==> src/include/dtirc_pkg.sv <==
// Package: register map, field layout and reset values of the timer interrupt and run control block
package dtirc_pkg;
  // Channel and source counts, priority field width
  localparam int unsigned NUM_CH = 2;
  localparam int unsigned NUM_SRC = 4;
  localparam int unsigned PRIO_W = 2;
  // Register byte offsets on the bus (low 16 address bits)
  localparam logic [15:0] PRIO_OFFSET = 16'hFF20;
  localparam logic [15:0] IRQ_EN_OFFSET = 16'hFF24;
  localparam logic [15:0] FLAG_OFFSET = 16'hFF28;
  localparam logic [15:0] RUN_OFFSET = 16'hFF2C;
  // Source order: ch0 underflow, ch0 compare, ch1 underflow, ch1 compare, at data bits 3..6
  localparam int unsigned SRC_LSB = 3;
  // Run register fields
  localparam int unsigned RUN_CH0_BIT = 0;
  localparam int unsigned RUN_CH1_BIT = 1;
  localparam int unsigned RUN_CASCADE_BIT = 2;
  // Reset values
  localparam logic [3:0] IRQ_EN_RESET = 4'h0;
  localparam logic [3:0] FLAG_RESET = 4'h0;
  localparam logic [3:0] PRIO_RESET = 4'h0;
  localparam logic [1:0] RUN_RESET = 2'h0;
  localparam logic CASCADE_RESET = 1'h0;
  // Bus responses
  localparam logic [1:0] RESP_OKAY = 2'h0;
  localparam logic [1:0] RESP_SLVERR = 2'h2;
  // Interrupt priority levels
  typedef enum logic [1:0] {
    DTIRC_LVL_NONE = 2'b00,
    DTIRC_LVL_1 = 2'b01,
    DTIRC_LVL_2 = 2'b10,
    DTIRC_LVL_3 = 2'b11
  } dtirc_level_e;
  // Write channel states
  typedef enum logic {
    WR_COLLECT = 1'b0,
    WR_RESP = 1'b1
  } dtirc_wr_e;
endpackage : dtirc_pkg

==> src/include/dtirc_core_if.sv <==
// Interface: signals between the register front end and the interrupt and run units
interface dtirc_core_if;
  logic cascade; // 16-bit cascaded mode
  logic [3:0] irqEnable; // Enable bits per source
  logic [3:0] prioField; // Two priority bits per channel
  logic [1:0] cpuMask; // CPU current mask level
  logic [3:0] flagClear; // Write-one clear pulse per flag
  logic [3:0] eventIn; // Event pulses from the counter core
  logic [3:0] flagState; // Factor flags
  logic [3:0] irqReqVec; // Request per source
  logic irqReq; // Any request
  logic [1:0] irqLevel; // Highest requesting level
  logic [1:0] runReq; // Software run requests
  logic [1:0] runState; // Applied run state
  logic [1:0] countTick; // Count pulses to the core
  logic [1:0] chClk; // Selected input clock levels
  logic sleep; // Processor in sleep
  modport ctl (output cascade, irqEnable, prioField, cpuMask, flagClear, eventIn, runReq, chClk, sleep,
               input flagState, irqReqVec, irqReq, irqLevel, runState, countTick);
  modport irq (input cascade, irqEnable, prioField, cpuMask, flagClear, eventIn,
               output flagState, irqReqVec, irqReq, irqLevel);
  modport run (input cascade, runReq, chClk, sleep, output runState, countTick);
endinterface : dtirc_core_if

==> src/core/dtirc_irq_unit.sv <==
// Factor flags and prioritised interrupt request generation
module dtirc_irq_unit (
  input wire logic ref_clk,
  input wire logic rst_n,
  dtirc_core_if.irq core
);
  logic [3:0] srcLive; // Sources alive in the current mode
  logic [3:0] flag_q; // Sticky factor flags
  logic [3:0] req_d; // Request per source, next value
  logic [3:0] req_q;
  logic [1:0] level_d; // Highest level among requests
  logic [1:0] level_q;
  logic any_q;

  // Channel-0 sources are dead in cascaded mode
  always_comb begin
    srcLive = 4'hF;
    if (core.cascade) begin
      srcLive[1:0] = 2'h0;
    end
  end

  // Flags set regardless of enable or priority; a set in the clear cycle survives
  always_ff @(posedge ref_clk or negedge rst_n) begin
    if (!rst_n) begin
      flag_q <= dtirc_pkg::FLAG_RESET;
    end else begin
      flag_q <= (flag_q & ~core.flagClear) | (core.eventIn & srcLive);
    end
  end

  // Request and level per source; a level must beat the CPU mask strictly
  always_comb begin
    logic [1:0] lvl;
    lvl = 2'h0;
    level_d = dtirc_pkg::DTIRC_LVL_NONE;
    for (int i = 0; i < 4; i++) begin
      lvl = core.prioField[2*(i/2) +: 2];
      req_d[i] = flag_q[i] & core.irqEnable[i] & srcLive[i] & (lvl > core.cpuMask);
      if (req_d[i] && (lvl > level_d)) begin
        level_d = lvl;
      end
    end
  end

  // Registered request outputs
  always_ff @(posedge ref_clk or negedge rst_n) begin
    if (!rst_n) begin
      req_q <= 4'h0;
      level_q <= dtirc_pkg::DTIRC_LVL_NONE;
      any_q <= 1'b0;
    end else begin
      req_q <= req_d;
      level_q <= level_d;
      any_q <= |req_d;
    end
  end

  assign core.flagState = flag_q;
  assign core.irqReqVec = req_q;
  assign core.irqLevel = level_q;
  assign core.irqReq = any_q;
endmodule : dtirc_irq_unit

==> src/core/dtirc_run_unit.sv <==
// Run/stop application on the falling edge of each channel's input clock (channel 0's for both in cascade), with sleep hold-off
module dtirc_run_unit (
  input wire logic ref_clk,
  input wire logic rst_n,
  dtirc_core_if.run core
);
  logic [1:0] clkPrev_q; // Previous input clock level
  logic [1:0] fall; // Falling edge seen this cycle
  logic [1:0] runAct_q; // Applied run state
  logic [1:0] tick_q; // Count pulse

  for (genvar ch = 0; ch < 2; ch++) begin : g_ch
    logic reqEff; // Request that governs this channel
    logic fallEff; // Edge that applies it
    // In cascade channel 1 follows channel 0 request and clock
    assign reqEff = core.cascade ? core.runReq[0] : core.runReq[ch];
    assign fallEff = core.cascade ? fall[0] : fall[ch];
    assign fall[ch] = clkPrev_q[ch] & ~core.chClk[ch];

    // Edge detector on the selected input clock
    always_ff @(posedge ref_clk or negedge rst_n) begin
      if (!rst_n) begin
        clkPrev_q[ch] <= 1'b0;
      end else begin
        clkPrev_q[ch] <= core.chClk[ch];
      end
    end

    // New run state takes effect only at a falling edge
    always_ff @(posedge ref_clk or negedge rst_n) begin
      if (!rst_n) begin
        runAct_q[ch] <= 1'b0;
      end else if (fallEff) begin
        runAct_q[ch] <= reqEff;
      end
    end

    // Tick uses the old run state, so a stop still yields one last count
    always_ff @(posedge ref_clk or negedge rst_n) begin
      if (!rst_n) begin
        tick_q[ch] <= 1'b0;
      end else begin
        tick_q[ch] <= fallEff & runAct_q[ch] & ~core.sleep;
      end
    end
  end

  assign core.runState = runAct_q;
  assign core.countTick = tick_q;
endmodule : dtirc_run_unit

==> src/core/dtirc_top.sv <==
// Top: AXI4-Lite register front end of the dual timer interrupt and run control
// Function
// - Per-channel readable underflow interrupt enable bit
// - Per-channel readable compare interrupt enable bit
// - Cascade mode ignores channel-0 enable bits
// - Reset clears all interrupt enable bits
// - Underflow sets the channel underflow flag
// - Compare match sets the channel compare flag
// - Flags set regardless of enable, priority
// - Request when flag, enable, level above mask
// - Writing one clears flag, zero ignored
// - Cascade: no channel-0 flags or requests
// - Cascade: 16-bit match sets channel-1 compare
// - Reset clears all factor flags
// - Run change applies at input clock fall
// - Stopping allows one more count
// - Run bit reads one until stopped
// - Sleep suspends counting, resumes after wake
// - Two-bit priority per channel, resets zero
// - Cascade: channel-0 run drives both, ch1 zero
module dtirc_top #(
  parameter int unsigned ADDR_W = 16 // Decoded address width
) (
  input wire logic ref_clk,
  input wire logic rst_n,
  input wire logic [ADDR_W-1:0] s_axi_awaddr,
  input wire logic s_axi_awvalid,
  output logic s_axi_awready,
  input wire logic [31:0] s_axi_wdata,
  input wire logic [3:0] s_axi_wstrb,
  input wire logic s_axi_wvalid,
  output logic s_axi_wready,
  output logic [1:0] s_axi_bresp,
  output logic s_axi_bvalid,
  input wire logic s_axi_bready,
  input wire logic [ADDR_W-1:0] s_axi_araddr,
  input wire logic s_axi_arvalid,
  output logic s_axi_arready,
  output logic [31:0] s_axi_rdata,
  output logic [1:0] s_axi_rresp,
  output logic s_axi_rvalid,
  input wire logic s_axi_rready,
  input wire logic [1:0] chInClk,
  input wire logic [1:0] underflowEvt,
  input wire logic [1:0] compareEvt,
  input wire logic [1:0] cpuMaskLevel,
  input wire logic sleepInstrActive,
  output logic irqRequest,
  output logic [1:0] irqLevel,
  output logic [3:0] irqSourceReq,
  output logic [1:0] runState,
  output logic [1:0] countTick
);

  // Refuse an address too narrow to reach the register page
  if (ADDR_W < 16) begin : g_addr_check
    $error("dtirc_top: ADDR_W must be at least 16");
  end

  dtirc_core_if core (); // Shared signals to the two units

  // Software registers
  logic [3:0] irqEn_q; // Enable bits, bit order of sources
  logic [3:0] prio_q; // [1:0] channel 0, [3:2] channel 1
  logic [1:0] runReq_q; // Software run requests
  logic cascade_q; // 16-bit cascaded mode

  // Write channel holding registers
  dtirc_pkg::dtirc_wr_e wrState_q;
  dtirc_pkg::dtirc_wr_e wrState_d;
  logic awHeld_q;
  logic awHeld_d;
  logic wHeld_q;
  logic wHeld_d;
  logic [15:0] awAddr_q; // Captured word address
  logic [31:0] wData_q;
  logic [3:0] wStrb_q;
  logic awReady_q;
  logic wReady_q;
  logic bValid_q;
  logic [1:0] bResp_q;
  logic wrFire; // Both halves held, perform the write
  logic wrHit; // Write address is mapped
  logic lane0; // Low byte lane written

  // Read channel registers
  logic arReady_q;
  logic rValid_q;
  logic [31:0] rData_q;
  logic [1:0] rResp_q;
  logic arFire;
  logic [15:0] arWord; // Read word address
  logic [31:0] rdMux;
  logic rdHit;

  // Address decode helpers
  logic [15:0] awWord;
  assign awWord = {s_axi_awaddr[15:2], 2'b00};
  assign arWord = {s_axi_araddr[15:2], 2'b00};

  // Write path next state: address and data may arrive in either order
  always_comb begin
    wrState_d = wrState_q;
    awHeld_d = awHeld_q;
    wHeld_d = wHeld_q;
    case (wrState_q)
      dtirc_pkg::WR_COLLECT: begin
        if (s_axi_awvalid && awReady_q) begin
          awHeld_d = 1'b1;
        end
        if (s_axi_wvalid && wReady_q) begin
          wHeld_d = 1'b1;
        end
        if (awHeld_q && wHeld_q) begin
          // Write is performed now; both holds drop
          wrState_d = dtirc_pkg::WR_RESP;
          awHeld_d = 1'b0;
          wHeld_d = 1'b0;
        end
      end
      dtirc_pkg::WR_RESP: begin
        if (s_axi_bready) begin
          wrState_d = dtirc_pkg::WR_COLLECT;
        end
      end
      default: begin
        wrState_d = dtirc_pkg::WR_COLLECT;
      end
    endcase
  end

  assign wrFire = (wrState_q == dtirc_pkg::WR_COLLECT) && awHeld_q && wHeld_q;
  assign lane0 = wStrb_q[0];
  assign wrHit = (awAddr_q == dtirc_pkg::PRIO_OFFSET) || (awAddr_q == dtirc_pkg::IRQ_EN_OFFSET) ||
                 (awAddr_q == dtirc_pkg::FLAG_OFFSET) || (awAddr_q == dtirc_pkg::RUN_OFFSET);

  // Write channel flops; readies come straight from flops
  always_ff @(posedge ref_clk or negedge rst_n) begin
    if (!rst_n) begin
      wrState_q <= dtirc_pkg::WR_COLLECT;
      awHeld_q <= 1'b0;
      wHeld_q <= 1'b0;
      awReady_q <= 1'b0;
      wReady_q <= 1'b0;
    end else begin
      wrState_q <= wrState_d;
      awHeld_q <= awHeld_d;
      wHeld_q <= wHeld_d;
      // Ready only while collecting and that half is still free
      awReady_q <= (wrState_d == dtirc_pkg::WR_COLLECT) && !awHeld_d;
      wReady_q <= (wrState_d == dtirc_pkg::WR_COLLECT) && !wHeld_d;
    end
  end

  // Captured write address and data
  always_ff @(posedge ref_clk or negedge rst_n) begin
    if (!rst_n) begin
      awAddr_q <= 16'h0000;
      wData_q <= 32'h0000_0000;
      wStrb_q <= 4'h0;
    end else begin
      if (s_axi_awvalid && awReady_q) begin
        awAddr_q <= awWord;
      end
      if (s_axi_wvalid && wReady_q) begin
        wData_q <= s_axi_wdata;
        wStrb_q <= s_axi_wstrb;
      end
    end
  end

  // Write response; an unmapped address answers SLVERR and changes nothing
  always_ff @(posedge ref_clk or negedge rst_n) begin
    if (!rst_n) begin
      bValid_q <= 1'b0;
      bResp_q <= dtirc_pkg::RESP_OKAY;
    end else if (wrFire) begin
      bValid_q <= 1'b1;
      bResp_q <= wrHit ? dtirc_pkg::RESP_OKAY : dtirc_pkg::RESP_SLVERR;
    end else if (bValid_q && s_axi_bready) begin
      bValid_q <= 1'b0;
    end
  end

  // Enable and priority registers
  always_ff @(posedge ref_clk or negedge rst_n) begin
    if (!rst_n) begin
      irqEn_q <= dtirc_pkg::IRQ_EN_RESET;
      prio_q <= dtirc_pkg::PRIO_RESET;
    end else if (wrFire && lane0) begin
      if (awAddr_q == dtirc_pkg::IRQ_EN_OFFSET) begin
        irqEn_q <= wData_q[dtirc_pkg::SRC_LSB +: 4];
      end
      if (awAddr_q == dtirc_pkg::PRIO_OFFSET) begin
        prio_q <= wData_q[3:0];
      end
    end
  end

  // Run requests and mode; channel 1 request is forced to 0 in cascade
  always_ff @(posedge ref_clk or negedge rst_n) begin
    if (!rst_n) begin
      runReq_q <= dtirc_pkg::RUN_RESET;
      cascade_q <= dtirc_pkg::CASCADE_RESET;
    end else if (wrFire && lane0 && (awAddr_q == dtirc_pkg::RUN_OFFSET)) begin
      runReq_q[0] <= wData_q[dtirc_pkg::RUN_CH0_BIT];
      runReq_q[1] <= wData_q[dtirc_pkg::RUN_CH1_BIT] & ~wData_q[dtirc_pkg::RUN_CASCADE_BIT];
      cascade_q <= wData_q[dtirc_pkg::RUN_CASCADE_BIT];
    end
  end

  // Write-one clear pulse to the flags, same cycle as the write
  always_comb begin
    core.flagClear = 4'h0;
    if (wrFire && lane0 && (awAddr_q == dtirc_pkg::FLAG_OFFSET)) begin
      core.flagClear = wData_q[dtirc_pkg::SRC_LSB +: 4];
    end
  end

  // Interface drive toward the units
  assign core.cascade = cascade_q;
  assign core.irqEnable = irqEn_q;
  assign core.prioField = prio_q;
  assign core.cpuMask = cpuMaskLevel;
  // Channel 1 events carry the 16-bit counter's underflow and full match in cascade
  assign core.eventIn = {compareEvt[1], underflowEvt[1], compareEvt[0], underflowEvt[0]};
  assign core.runReq = runReq_q;
  assign core.chClk = chInClk;
  assign core.sleep = sleepInstrActive;

  // Read data mux; run bits read 1 until the counter has really stopped, except channel 1 which reads 0 in cascade
  always_comb begin
    rdMux = 32'h0000_0000;
    rdHit = 1'b1;
    case (arWord)
      dtirc_pkg::PRIO_OFFSET: begin
        rdMux[3:0] = prio_q;
      end
      dtirc_pkg::IRQ_EN_OFFSET: begin
        rdMux[dtirc_pkg::SRC_LSB +: 4] = irqEn_q;
      end
      dtirc_pkg::FLAG_OFFSET: begin
        rdMux[dtirc_pkg::SRC_LSB +: 4] = core.flagState;
      end
      dtirc_pkg::RUN_OFFSET: begin
        rdMux[dtirc_pkg::RUN_CH0_BIT] = runReq_q[0] | core.runState[0];
        rdMux[dtirc_pkg::RUN_CH1_BIT] = ~cascade_q & (runReq_q[1] | core.runState[1]);
        rdMux[dtirc_pkg::RUN_CASCADE_BIT] = cascade_q;
      end
      default: begin
        rdHit = 1'b0;
      end
    endcase
  end

  assign arFire = s_axi_arvalid && arReady_q;

  // Read channel: one outstanding read, answer one cycle after the address is taken
  always_ff @(posedge ref_clk or negedge rst_n) begin
    if (!rst_n) begin
      arReady_q <= 1'b0;
      rValid_q <= 1'b0;
      rData_q <= 32'h0000_0000;
      rResp_q <= dtirc_pkg::RESP_OKAY;
    end else begin
      if (arFire) begin
        rValid_q <= 1'b1;
        rData_q <= rdMux;
        rResp_q <= rdHit ? dtirc_pkg::RESP_OKAY : dtirc_pkg::RESP_SLVERR;
      end else if (rValid_q && s_axi_rready) begin
        rValid_q <= 1'b0;
      end
      // Address is refused while a read answer is pending
      arReady_q <= !(arFire || (rValid_q && !s_axi_rready));
    end
  end

  // Interrupt flags and request generation
  dtirc_irq_unit u_irq (
    .ref_clk(ref_clk),
    .rst_n(rst_n),
    .core(core.irq)
  );

  // Run/stop timing and sleep hold-off
  dtirc_run_unit u_run (
    .ref_clk(ref_clk),
    .rst_n(rst_n),
    .core(core.run)
  );

  // Outputs, each from a flop here or in a unit
  assign s_axi_awready = awReady_q;
  assign s_axi_wready = wReady_q;
  assign s_axi_bvalid = bValid_q;
  assign s_axi_bresp = bResp_q;
  assign s_axi_arready = arReady_q;
  assign s_axi_rvalid = rValid_q;
  assign s_axi_rdata = rData_q;
  assign s_axi_rresp = rResp_q;
  assign irqRequest = core.irqReq;
  assign irqLevel = core.irqLevel;
  assign irqSourceReq = core.irqReqVec;
  assign runState = core.runState;
  assign countTick = core.countTick;
endmodule : dtirc_top

==> config.mk <==
export PLATFORM = sky130hd
export DESIGN_NAME = dtirc_top
export DESIGN_NICKNAME = d
export VERILOG_FILES = /design/src/include/dtirc_pkg.sv /design/src/include/dtirc_core_if.sv /design/src/core/dtirc_irq_unit.sv /design/src/core/dtirc_run_unit.sv /design/src/core/dtirc_top.sv
export SDC_FILE = /design/constraint.sdc
export NUM_CORES = 1
export LEC_CHECK = 0
export ABC_AREA = 1
export BUFFER_PORTS_ARGS = -buffer_cell sky130_fd_sc_hd__buf_2
export CAP_MARGIN = 20
export CORE_MARGIN = 3
export CORE_UTILIZATION = 49
export CTS_BUF_LIST = sky130_fd_sc_hd__clkbuf_16
export DETAILED_ROUTE_END_ITERATION = 10
export PLACE_DENSITY = 0.83
export SLEW_MARGIN = 15
export SYNTH_ARGS = -nofsm -noshare
export SYNTH_HDL_FRONTEND = slang
export SYNTH_SLANG_ARGS = --single-unit
==> constraint.sdc <==
create_clock -name ref_clk -period 2.7 [get_ports ref_clk]
set_input_delay 0.27 -clock ref_clk [delete_from_list [all_inputs] [get_ports ref_clk]]
set_output_delay 0.27 -clock ref_clk [all_outputs]
set_load 0.1 [all_outputs]
* Yosys cells after proc, flatten, opt, wreduce, memory -nomap -nowiden *
Index checks and enable logic that the tools add are counted.

cells by class
  multiplexer cells = 27
  add/subtract/negate cells = 0
  reductions and logical operators = 32
  bitwise gates (word level) = 31
  shift-type cells = 0
  equal/unequal tests = 8
  order comparisons = 6
  multipliers = 0
  divide/modulo/power cells = 0

operators with widths
  cell                    number
  $eq A14 B14 Y1 const B  8
  $and A1 B1 Y1           18
  $logic_and A1 B1 Y1     18
  $mux W1                 15
  $mux W2                 7
  $pmux W3 S2             2
  $gt A2 B2 Y1            5
  $and A4 B4 Y4           2
  $reduce_or A4 Y1        2
  $not A1 Y1              7
  $logic_not A1 Y1        4
  $logic_or A1 B1 Y1      4
  $mux W4                 1
  $not A4 Y4              1
  $or A4 B4 Y4            1
  $reduce_and A2 Y1       2
  $reduce_bool A2 Y1      2
  $pmux W1 S3             1
  $gt A2 B1 Y1 const B    1
  $or A1 B1 Y1            2
  $pmux W1 S2             1

word-level totals
  bits in latches = 0
  output and inout bits = 52
  bits in registers = 69
  RAM bits = 0
  logic and storage cells = 132
  input bits = 84
  ROM bits = 0
  memories = 0

* Logic depth before layout (Yosys ltp) *
Gate-level depths: netlist of the first run.

  word-level depth = 14
  mapped depth = 25
  mapped depth without buffers = 25

* By module *
A second synthesis of the first run with hierarchy kept.

second synthesis, totals
  cells, all modules = 393
  area, all modules = 3420.8 sq um

by module, submodules not included
  module          sequential area each (sq um)  times used  cells an instance  area an instance (sq um)
  dtirc_top       1251.2                        1           278                2473.6
  dtirc_irq_unit  275.3                         1           89                 709.4
  dtirc_run_unit  150.1                         1           26                 237.7

* Worst setup path after synthesis of the first run *
No wires, ideal clock.

  kind = register -> register
  from = register prio_q[1], in the netlist core.prioField[1]
  to = register u_irq.level_q[1], in the netlist u_irq.core.irqLevel[1]
  period minus slack after synthesis = 2.445 ns
  data required time = 2.582 ns
  arrival = 2.327 ns
  slack = 0.255 ns
  cell stages (with the launch flop) = 20
  setup time = 0.118 ns
  path buffers = 0
  cell sequence = dfrtp_1 > ha_1 > nand2_1 > nand2_1 > nand3_1 > nand2_1 > nand2_1 > ha_1 > nand2_1 > nand2_1 > nand2_1 > nor2_1 > nand2_1 > and2_1 > ha_1 > nand2_1 > nand3_1 > inv_1 > nand2_1 > nand2_1

on the way
  cells in the longest elaborated chain, start to end = 13
  elaborated cells between the ends (all ways) = 15

RTL lines
  item                      RTL line              text
  start: declaration        dtirc_top.sv:64       logic [3:0] prio_q;
  start signal: assignment  dtirc_top.sv:189      prio_q <= dtirc_pkg::PRIO_RESET;
  start signal: assignment  dtirc_top.sv:195      prio_q <= wData_q[3:0];
  $gt A2 B2 Y1              dtirc_irq_unit.sv:39  req_d[i] = flag_q[i] & core.irqEnable[i] & srcLive[i] & (lvl > core.cpuMask);
  $and A1 B1 Y1             dtirc_irq_unit.sv:39
  $logic_and A1 B1 Y1       dtirc_irq_unit.sv:40  if (req_d[i] && (lvl > level_d)) begin
  $mux W2                   dtirc_irq_unit.sv:40
  $gt A2 B2 Y1              dtirc_irq_unit.sv:40
  $logic_and A1 B1 Y1       dtirc_irq_unit.sv:40
  $mux W2 *                 dtirc_irq_unit.sv:40
  $gt A2 B2 Y1              dtirc_irq_unit.sv:40
  $logic_and A1 B1 Y1       dtirc_irq_unit.sv:40
  $mux W2 *                 dtirc_irq_unit.sv:40
  $gt A2 B2 Y1              dtirc_irq_unit.sv:40
  $logic_and A1 B1 Y1       dtirc_irq_unit.sv:40
  $mux W2 *                 dtirc_irq_unit.sv:40
  via u_irq.level_d[1]      dtirc_irq_unit.sv:11  logic [1:0] level_d;
  end signal: assignment    dtirc_irq_unit.sv:50  level_q <= dtirc_pkg::DTIRC_LVL_NONE;
  end signal: assignment    dtirc_irq_unit.sv:54  level_q <= level_d;
  end: declaration          dtirc_irq_unit.sv:12  logic [1:0] level_q;

Mark *: on every way through the listed nets, which the timed path passes. The rest lies on a longest branch.
A chain may end at the register's enable or synchronous reset.

* Worst setup path after layout of the first run *
  from = register prio_q[1], in the netlist core.prioField[1]
  to = register u_irq.level_q[0], in the netlist u_irq.core.irqLevel[0]

Same word-level chain as after synthesis.

==> flow_metrics.tcl, run 1 <==
set metrics [dict create \
    r2r-start "core.prioField[1]$_DFFE_PN0P_" \
    root_buffer "clkbuf_16" \
    synth_warnings 0 \
    layout_commonest_cell "nand2_1" \
    worstPathMaxFanout 3 \
    die_w_um 89.1 \
    vdd_drop_max_mv 0.785 \
    drv_cap 0 \
    drtAntennaViolNets 0 \
    fp.dieH_um 89.1 \
    worstPathArrival_ns 2.99 \
    grt_overflow 0 \
    initial_core_util_pct 51.8 \
    core_area_sq_mm 0.00653 \
    antenna_found_initial 0 \
    synth_flop_cell "dfrtp_1" \
    antenna_cells 0 \
    setup_tns_ns -0.0503 \
    pre_cts_ws_ns -0.0111 \
    grt_setup_unrepaired "yes" \
    fin_crit_ns 2.73 \
    synth_edf_count 0 \
    portBuffers 76 \
    multi_input_area_sq_mm 0.00154 \
    syn_inst 389 \
    ys_seq_elements 67 \
    maxSlewViolCount 0 \
    nets 574 \
    fillers 542 \
    die_area_sq_mm 0.00794 \
    criticalPathCategory "reg -> reg" \
    initialDrtViolationCount 170 \
    viasPerCell 4.93 \
    wl_per_cell_um 12.7 \
    hp-class "in -> reg" \
    drive_above_1_share_pct 34.3 \
    grt_usage_pct 17.9 \
    final_hold_viol_count 0 \
    worst_slack_ns -0.0286 \
    grt.met2_usage_pct 30.9 \
    leakagePower_nw 2.30 \
    regArea_sq_mm 0.00168 \
    layout_common_cells "nand2_1 (99), buf_2 (76), dfrtp_1 (67)" \
    gp_congestion 0.914 \
    min-delay-start "chInClk[0]" \
    hold_slack_ns 0.0702 \
    met1_usage_pct 20.3 \
    crit_path_end_kind "flip-flop" \
    yosysSeqAreaShare_pct 49.5 \
    worst_pin_slew_ns 0.616 \
    synthToLayoutAreaGrowth_pct 24.8 \
    synth_async_sr_flop_share_pct 100 \
    final.period_utilization_pct 101 \
    rows 29 \
    synth_area_sq_mm 0.00339 \
    synthDistinctLibCells 27 \
    critPathLaunchType "flip-flop" \
    clock_latency_ns 0.33 \
    fin_skew_ns 0.00663 \
    routed_wl_um 7180 \
    clkTransAtPathRegs_ns 0.06 \
    pin_count 136 \
    cts_buffer_depth 2 \
    violations "setup timing" \
    grt_pass1_wl_um 10800 \
    status "finished, violations left" \
    top_usage_layer "met2" \
    first_pass_iters 4 \
    slew_headroom_pct 59.0 \
    cts_tree "yes" \
    max_clock_freq_mhz 366 \
    route.vias.total 2781 \
    cts_sinks 67 \
    drcViolationCount 0 \
    grt_util_met3_pct 5.71 \
    hpwl_um 5300 \
    syn_area_per_cell_sq_um 8.70 \
    cts_made_buffers 9 \
    critPathRequiredTime_ns 2.96 \
    htree_levels 3 \
    power.density_mw_per_mm2 817 \
    setup_viol 2 \
    grt_max_degree 29 \
    grt_pass1_vias 2503 \
    cp-startpoint "core.prioField[1]$_DFFE_PN0P_" \
]
per-stage QoR:
step / utilization (%) / std cells / total power [mW] / cell area (sq um)
floorplan: - / 415 / 2.16 / 3480
CTS: 62.3 / 558 / 3.48 / 4070
global route: 64.7 / 564 / 3.63 / 4220
detailed placement: 57.6 / 541 / 2.33 / 3760
global placement: 57.6 / 541 / 2.28 / 3760
finish: 64.7 / 564 / 3.45 / 4220
routing by layer:
metal / vias to the layer above / part of all wire (%)
met5: - / 0
met3: 18 / 7.5
met2: 109 / 50
met1: 1289 / 40
met4: 0 / 2.5
li1: 1365 / -
power breakdown:
part | switching [mW] | internal (mW) | total (mW)
clock | 0.424 | 0.710 | 1.13
sequential | 0.169 | 1.22 | 1.39
combinational | 0.664 | 0.261 | 0.925
total | 1.26 | 2.20 | 3.45
logic make-up after synthesis:
logic type      Yosys count  share of synthesized area (%)
other cells               1                          0.111
buf+inv                  73                           11.3
simple gates            198                           26.2
flops                    67                           49.5
compound gates           23                           3.62
fa+ha+maj                 8                           2.96
mux                      19                           6.32
layout make-up:
type | instances | share of cell area, %
inverter | 43 | 3.82
clock inverter | 7 | 1.63
timing repair buffer | 86 | 10.8
tap | 77 | 2.28
clock buffer | 9 | 5.33
sequential | 67 | 39.7
multi-input combinational | 275 | 36.4
state kept, by name, summed over array words and instances, names as in the netlist, 2 cells and up:
signal,count
awAddr_q,14
core.irqEnable,4
core.prioField,4
core.runReq,2
s_axi_rdata,7
u_irq.core.flagState,4
u_irq.core.irqLevel,2
u_irq.core.irqReqVec,4
u_run.clkPrev_q,2
u_run.core.countTick,2
u_run.core.runState,2
wData_q,7
timing repair:
action                     CTS  global route
resized for setup            0            27
setup endpoints to repair    0             2
buffers inserted             0             6
hold buffers                 1             0
hold endpoints to repair    26             0
Yosys cell counts (2+ instances only):
library cell  instances  share of area (%)
nor2_2                4               0.74
nor2_1               30                3.3
ha_1                  8                3.0
nand2_1             112                 12
buf_2                 2               0.30
a21oi_1               6               0.89
nand3b_1              2               0.44
inv_1                36                4.0
nor3_1                5               0.74
o21ai_0               8                1.2
mux2_2               19                6.3
buf_4                28                6.2
nor3_4                2               0.96
nand3_2               2               0.59
nand3_1              32                4.7
nand2_2               3               0.55
inv_2                 7               0.78
dfrtp_1              67                 50
o21ai_1               6               0.89
nor2_4                3                1.0
path summary, 6_finish.rpt:
kind | endpoint | slack [ns] | cells past startpoint
max | u_irq.core.irqLevel[0]$_DFF_PN0_ | -0.03 | 21
min | u_run.clkPrev_q[0]$_DFF_PN0_ | 0.07 | 1
max reg2reg | u_irq.core.irqLevel[0]$_DFF_PN0_ | -0.03 | 21
min reg2reg | s_axi_arready$_DFF_PN0_ | 0.47 | 1
max in group asynchronous | core.runReq[1]$_DFFE_PN0P_ | 1.48 | 3
min in group asynchronous | u_irq.core.irqLevel[1]$_DFF_PN0_ | 0.49 | 2
worst max-delay path, cell delays in order, from the launching register on:
cell	delay, ns
dfrtp_1	0.42
ha_4	0.29
nand2_2	0.05
nand2_2	0.08
nand3_2	0.10
nand2_4	0.11
nand2_4	0.06
ha_4	0.27
nand2_2	0.06
nand2_2	0.07
nand2_2	0.08
inv_2	0.06
nand2_2	0.05
nand2_2	0.08
nand2_2	0.07
ha_4	0.26
inv_1	0.03
o21bai_1	0.16
nand3_2	0.14
inv_2	0.09
nand2_1	0.06
nand2_1	0.06
Note: power is estimated with default switching activity, not from simulation.
==> run 2: changes to the inputs <==
--- a/config.mk
+++ b/config.mk
@@ -13,6 +13,7 @@
 export CTS_BUF_LIST = sky130_fd_sc_hd__clkbuf_16
 export DETAILED_ROUTE_END_ITERATION = 10
 export PLACE_DENSITY = 0.83
+export SETUP_SLACK_MARGIN = 0.1
 export SLEW_MARGIN = 15
 export SYNTH_ARGS = -nofsm -noshare
 export SYNTH_HDL_FRONTEND = slang
==> flow_metrics.tcl, run 2 (synthesis gave the netlist of run 1 again) <==
set metrics [dict create \
    met3WireLength_um 605 \
    min_to "u_run.clkPrev_q[0]$_DFF_PN0_" \
    m1WireLength_um 2890 \
    largest_register_ffs 14 \
    final.period_utilization_pct 102 \
    drcViolationCount 0 \
    viasPerCell 4.97 \
    slew_headroom_pct 59.0 \
    die_area_sq_mm 0.00794 \
    leakagePower_nw 2.35 \
    r2r-start "core.prioField[1]$_DFFE_PN0P_" \
    power.density_mw_per_mm2 802 \
    grt_max_degree 29 \
    min-delay-start "chInClk[0]" \
    antenna_found_initial 0 \
    multi_input_area_sq_mm 0.00152 \
    status "finished, violations left" \
    seqPwrFrac_pct 40.3 \
    p_sw_mw 1.26 \
    fp.dieH_um 89.1 \
    drv_cap 0 \
    placed_cell_area_sq_mm 0.00376 \
    worstPathArrival_ns 3.01 \
    hp-class "in -> reg" \
    layout_commonest_cell "nand2_1" \
    clock_latency_ns 0.33 \
    reg2reg_setup_slack_ns -0.05 \
    maxSlewViolCount 0 \
    final_area_sq_mm 0.00431 \
    critical_path_buf_inv_count 4 \
    first_pass_iters 4 \
    top_layer_used "met4" \
    clockPowerShare_pct 32.9 \
    rows 29 \
    fin_skew_ns 0.00698 \
    hold_slack_ns 0.0703 \
    cts_sinks 67 \
    fin_total_pwr_mw 3.45 \
    grt_usage_pct 19.8 \
    synthToLayoutAreaGrowth_pct 27.2 \
    grt_pass1_wl_um 11900 \
    drtAntennaViolNets 0 \
    max_clock_freq_mhz 364 \
    hold_path_depth 1 \
    worst_pin_slew_ns 0.615 \
    crit_path_end_kind "flip-flop" \
    worstPathMaxFanout 3 \
    p_comb_share_pct 26.8 \
    die_w_um 89.1 \
    grt_setup_unrepaired "yes" \
    worst_slack_ns -0.0450 \
    regArea_sq_mm 0.00168 \
    setup_viol 2 \
    initial_core_util_pct 51.8 \
    root_buffer "clkbuf_16" \
    cp_top_family "simple AND/OR/NAND/NOR gates" \
    grt_pass1_vias 2694 \
    vdd_drop_max_mv 0.785 \
    final_util_pct 65.9 \
    p_int_mw 2.20 \
    crit_top_cell "nand2_2" \
    wl_per_cell_um 13.3 \
    fin_crit_ns 2.75 \
    final_hold_viol_count 0 \
    hpwl_um 5300 \
    gp_congestion 0.914 \
    antenna_cells 0 \
    grt_overflow 0 \
    cts_tree "yes" \
    violations "setup timing" \
    nets 587 \
    clkTransAtPathRegs_ns 0.06 \
    route.vias.total 2870 \
    largest_register "awAddr_q" \
    drive_above_1_share_pct 36.8 \
    core_area_sq_mm 0.00653 \
    initialDrtViolationCount 192 \
    criticalPathCategory "reg -> reg" \
    worstReg2RegEnd "u_irq.core.irqLevel[1]$_DFF_PN0_" \
    layout_common_cells "nand2_1 (100), buf_2 (76), dfrtp_1 (67)" \
    portBuffers 76 \
    switching_share_pct 36.4 \
    cts_made_buffers 9 \
    htree_levels 3 \
    cts_buffer_depth 2 \
    critPathLaunchType "flip-flop" \
    fillers 525 \
    reg2regPathDepth 21 \
    pin_count 136 \
    dr_wl_met2_um 3840 \
    pre_cts_ws_ns -0.0111 \
    critPathSlowestCell "dfrtp_1" \
    routed_wl_um 7660 \
    slowest_delay_ns 0.41 \
    fin_cells 577 \
    dpl.cell_count 541 \
    crit_chain "ha_4, nand2_2, nand2_2, nand3_2, nand2_2, nand2_2, inv_2, ha_2, nand2_1, nand2_2, inv_2, nand2_2, nand2_2, nand2_2, ha_4, inv_2, o21bai_1, nand3_2, inv_2, nand2_1, nand2_1" \
    critPathRequiredTime_ns 2.97 \
    setup_tns_ns -0.0785 \
]
-- run 2: cell type report --
cell class              count  share of cell area, %
multi-input cells         275                   35.4
repair buffers             99                   12.9
flip-flops and latches     67                   38.9
inverters                  43                   3.75
clock inverters             7                   1.60
clock buffers               9                   5.23
well taps                  77                   2.24
-- run 2: how the worst max path moves through the flow --
stage,startpoint,to,depth (start not counted),slack [ns]
after global routing,core.prioField[1]$_DFFE_PN0P_,u_irq.core.irqLevel[1]$_DFF_PN0_,22,-0.18
after detailed placement,cpuMaskLevel[1],u_irq.core.irqLevel[1]$_DFF_PN0_,22,-0.01
after CTS,core.prioField[0]$_DFFE_PN0P_,u_irq.core.irqLevel[1]$_DFF_PN0_,21,0.1
final,core.prioField[1]$_DFFE_PN0P_,u_irq.core.irqLevel[1]$_DFF_PN0_,21,-0.05
after global placement,cpuMaskLevel[1],u_irq.core.irqLevel[1]$_DFF_PN0_,20,0.10
after floorplan,core.prioField[1]$_DFFE_PN0P_,u_irq.core.irqLevel[1]$_DFF_PN0_,19,0.26
-- run 2: metal layers --
layer,global-route usage (%),vias to the layer above
li1,-,1388
met2,34.3,140
met1,21.5,1308
met3,5.99,34
met4,11.1,0
met5,0,-
-- run 2: power by group through the flow --
stage	clock network [mW]	logic (mW)	registers, mW
final	1.14	0.926	1.39
after detailed placement	0	0.924	1.41
after global routing	1.21	1.00	1.42
after floorplan	0	0.592	1.56
after CTS	1.16	0.933	1.39
after global placement	0	0.887	1.39
-- run 2: repair_timing --
item / CTS / global route
gates resized for setup: 9 / 19
hold buffers: 1 / 0
pin swaps: 5 / 7
endpoints found under the hold margin: 26 / 0
setup endpoints to repair: 2 / 3
setup buffers: 15 / 4
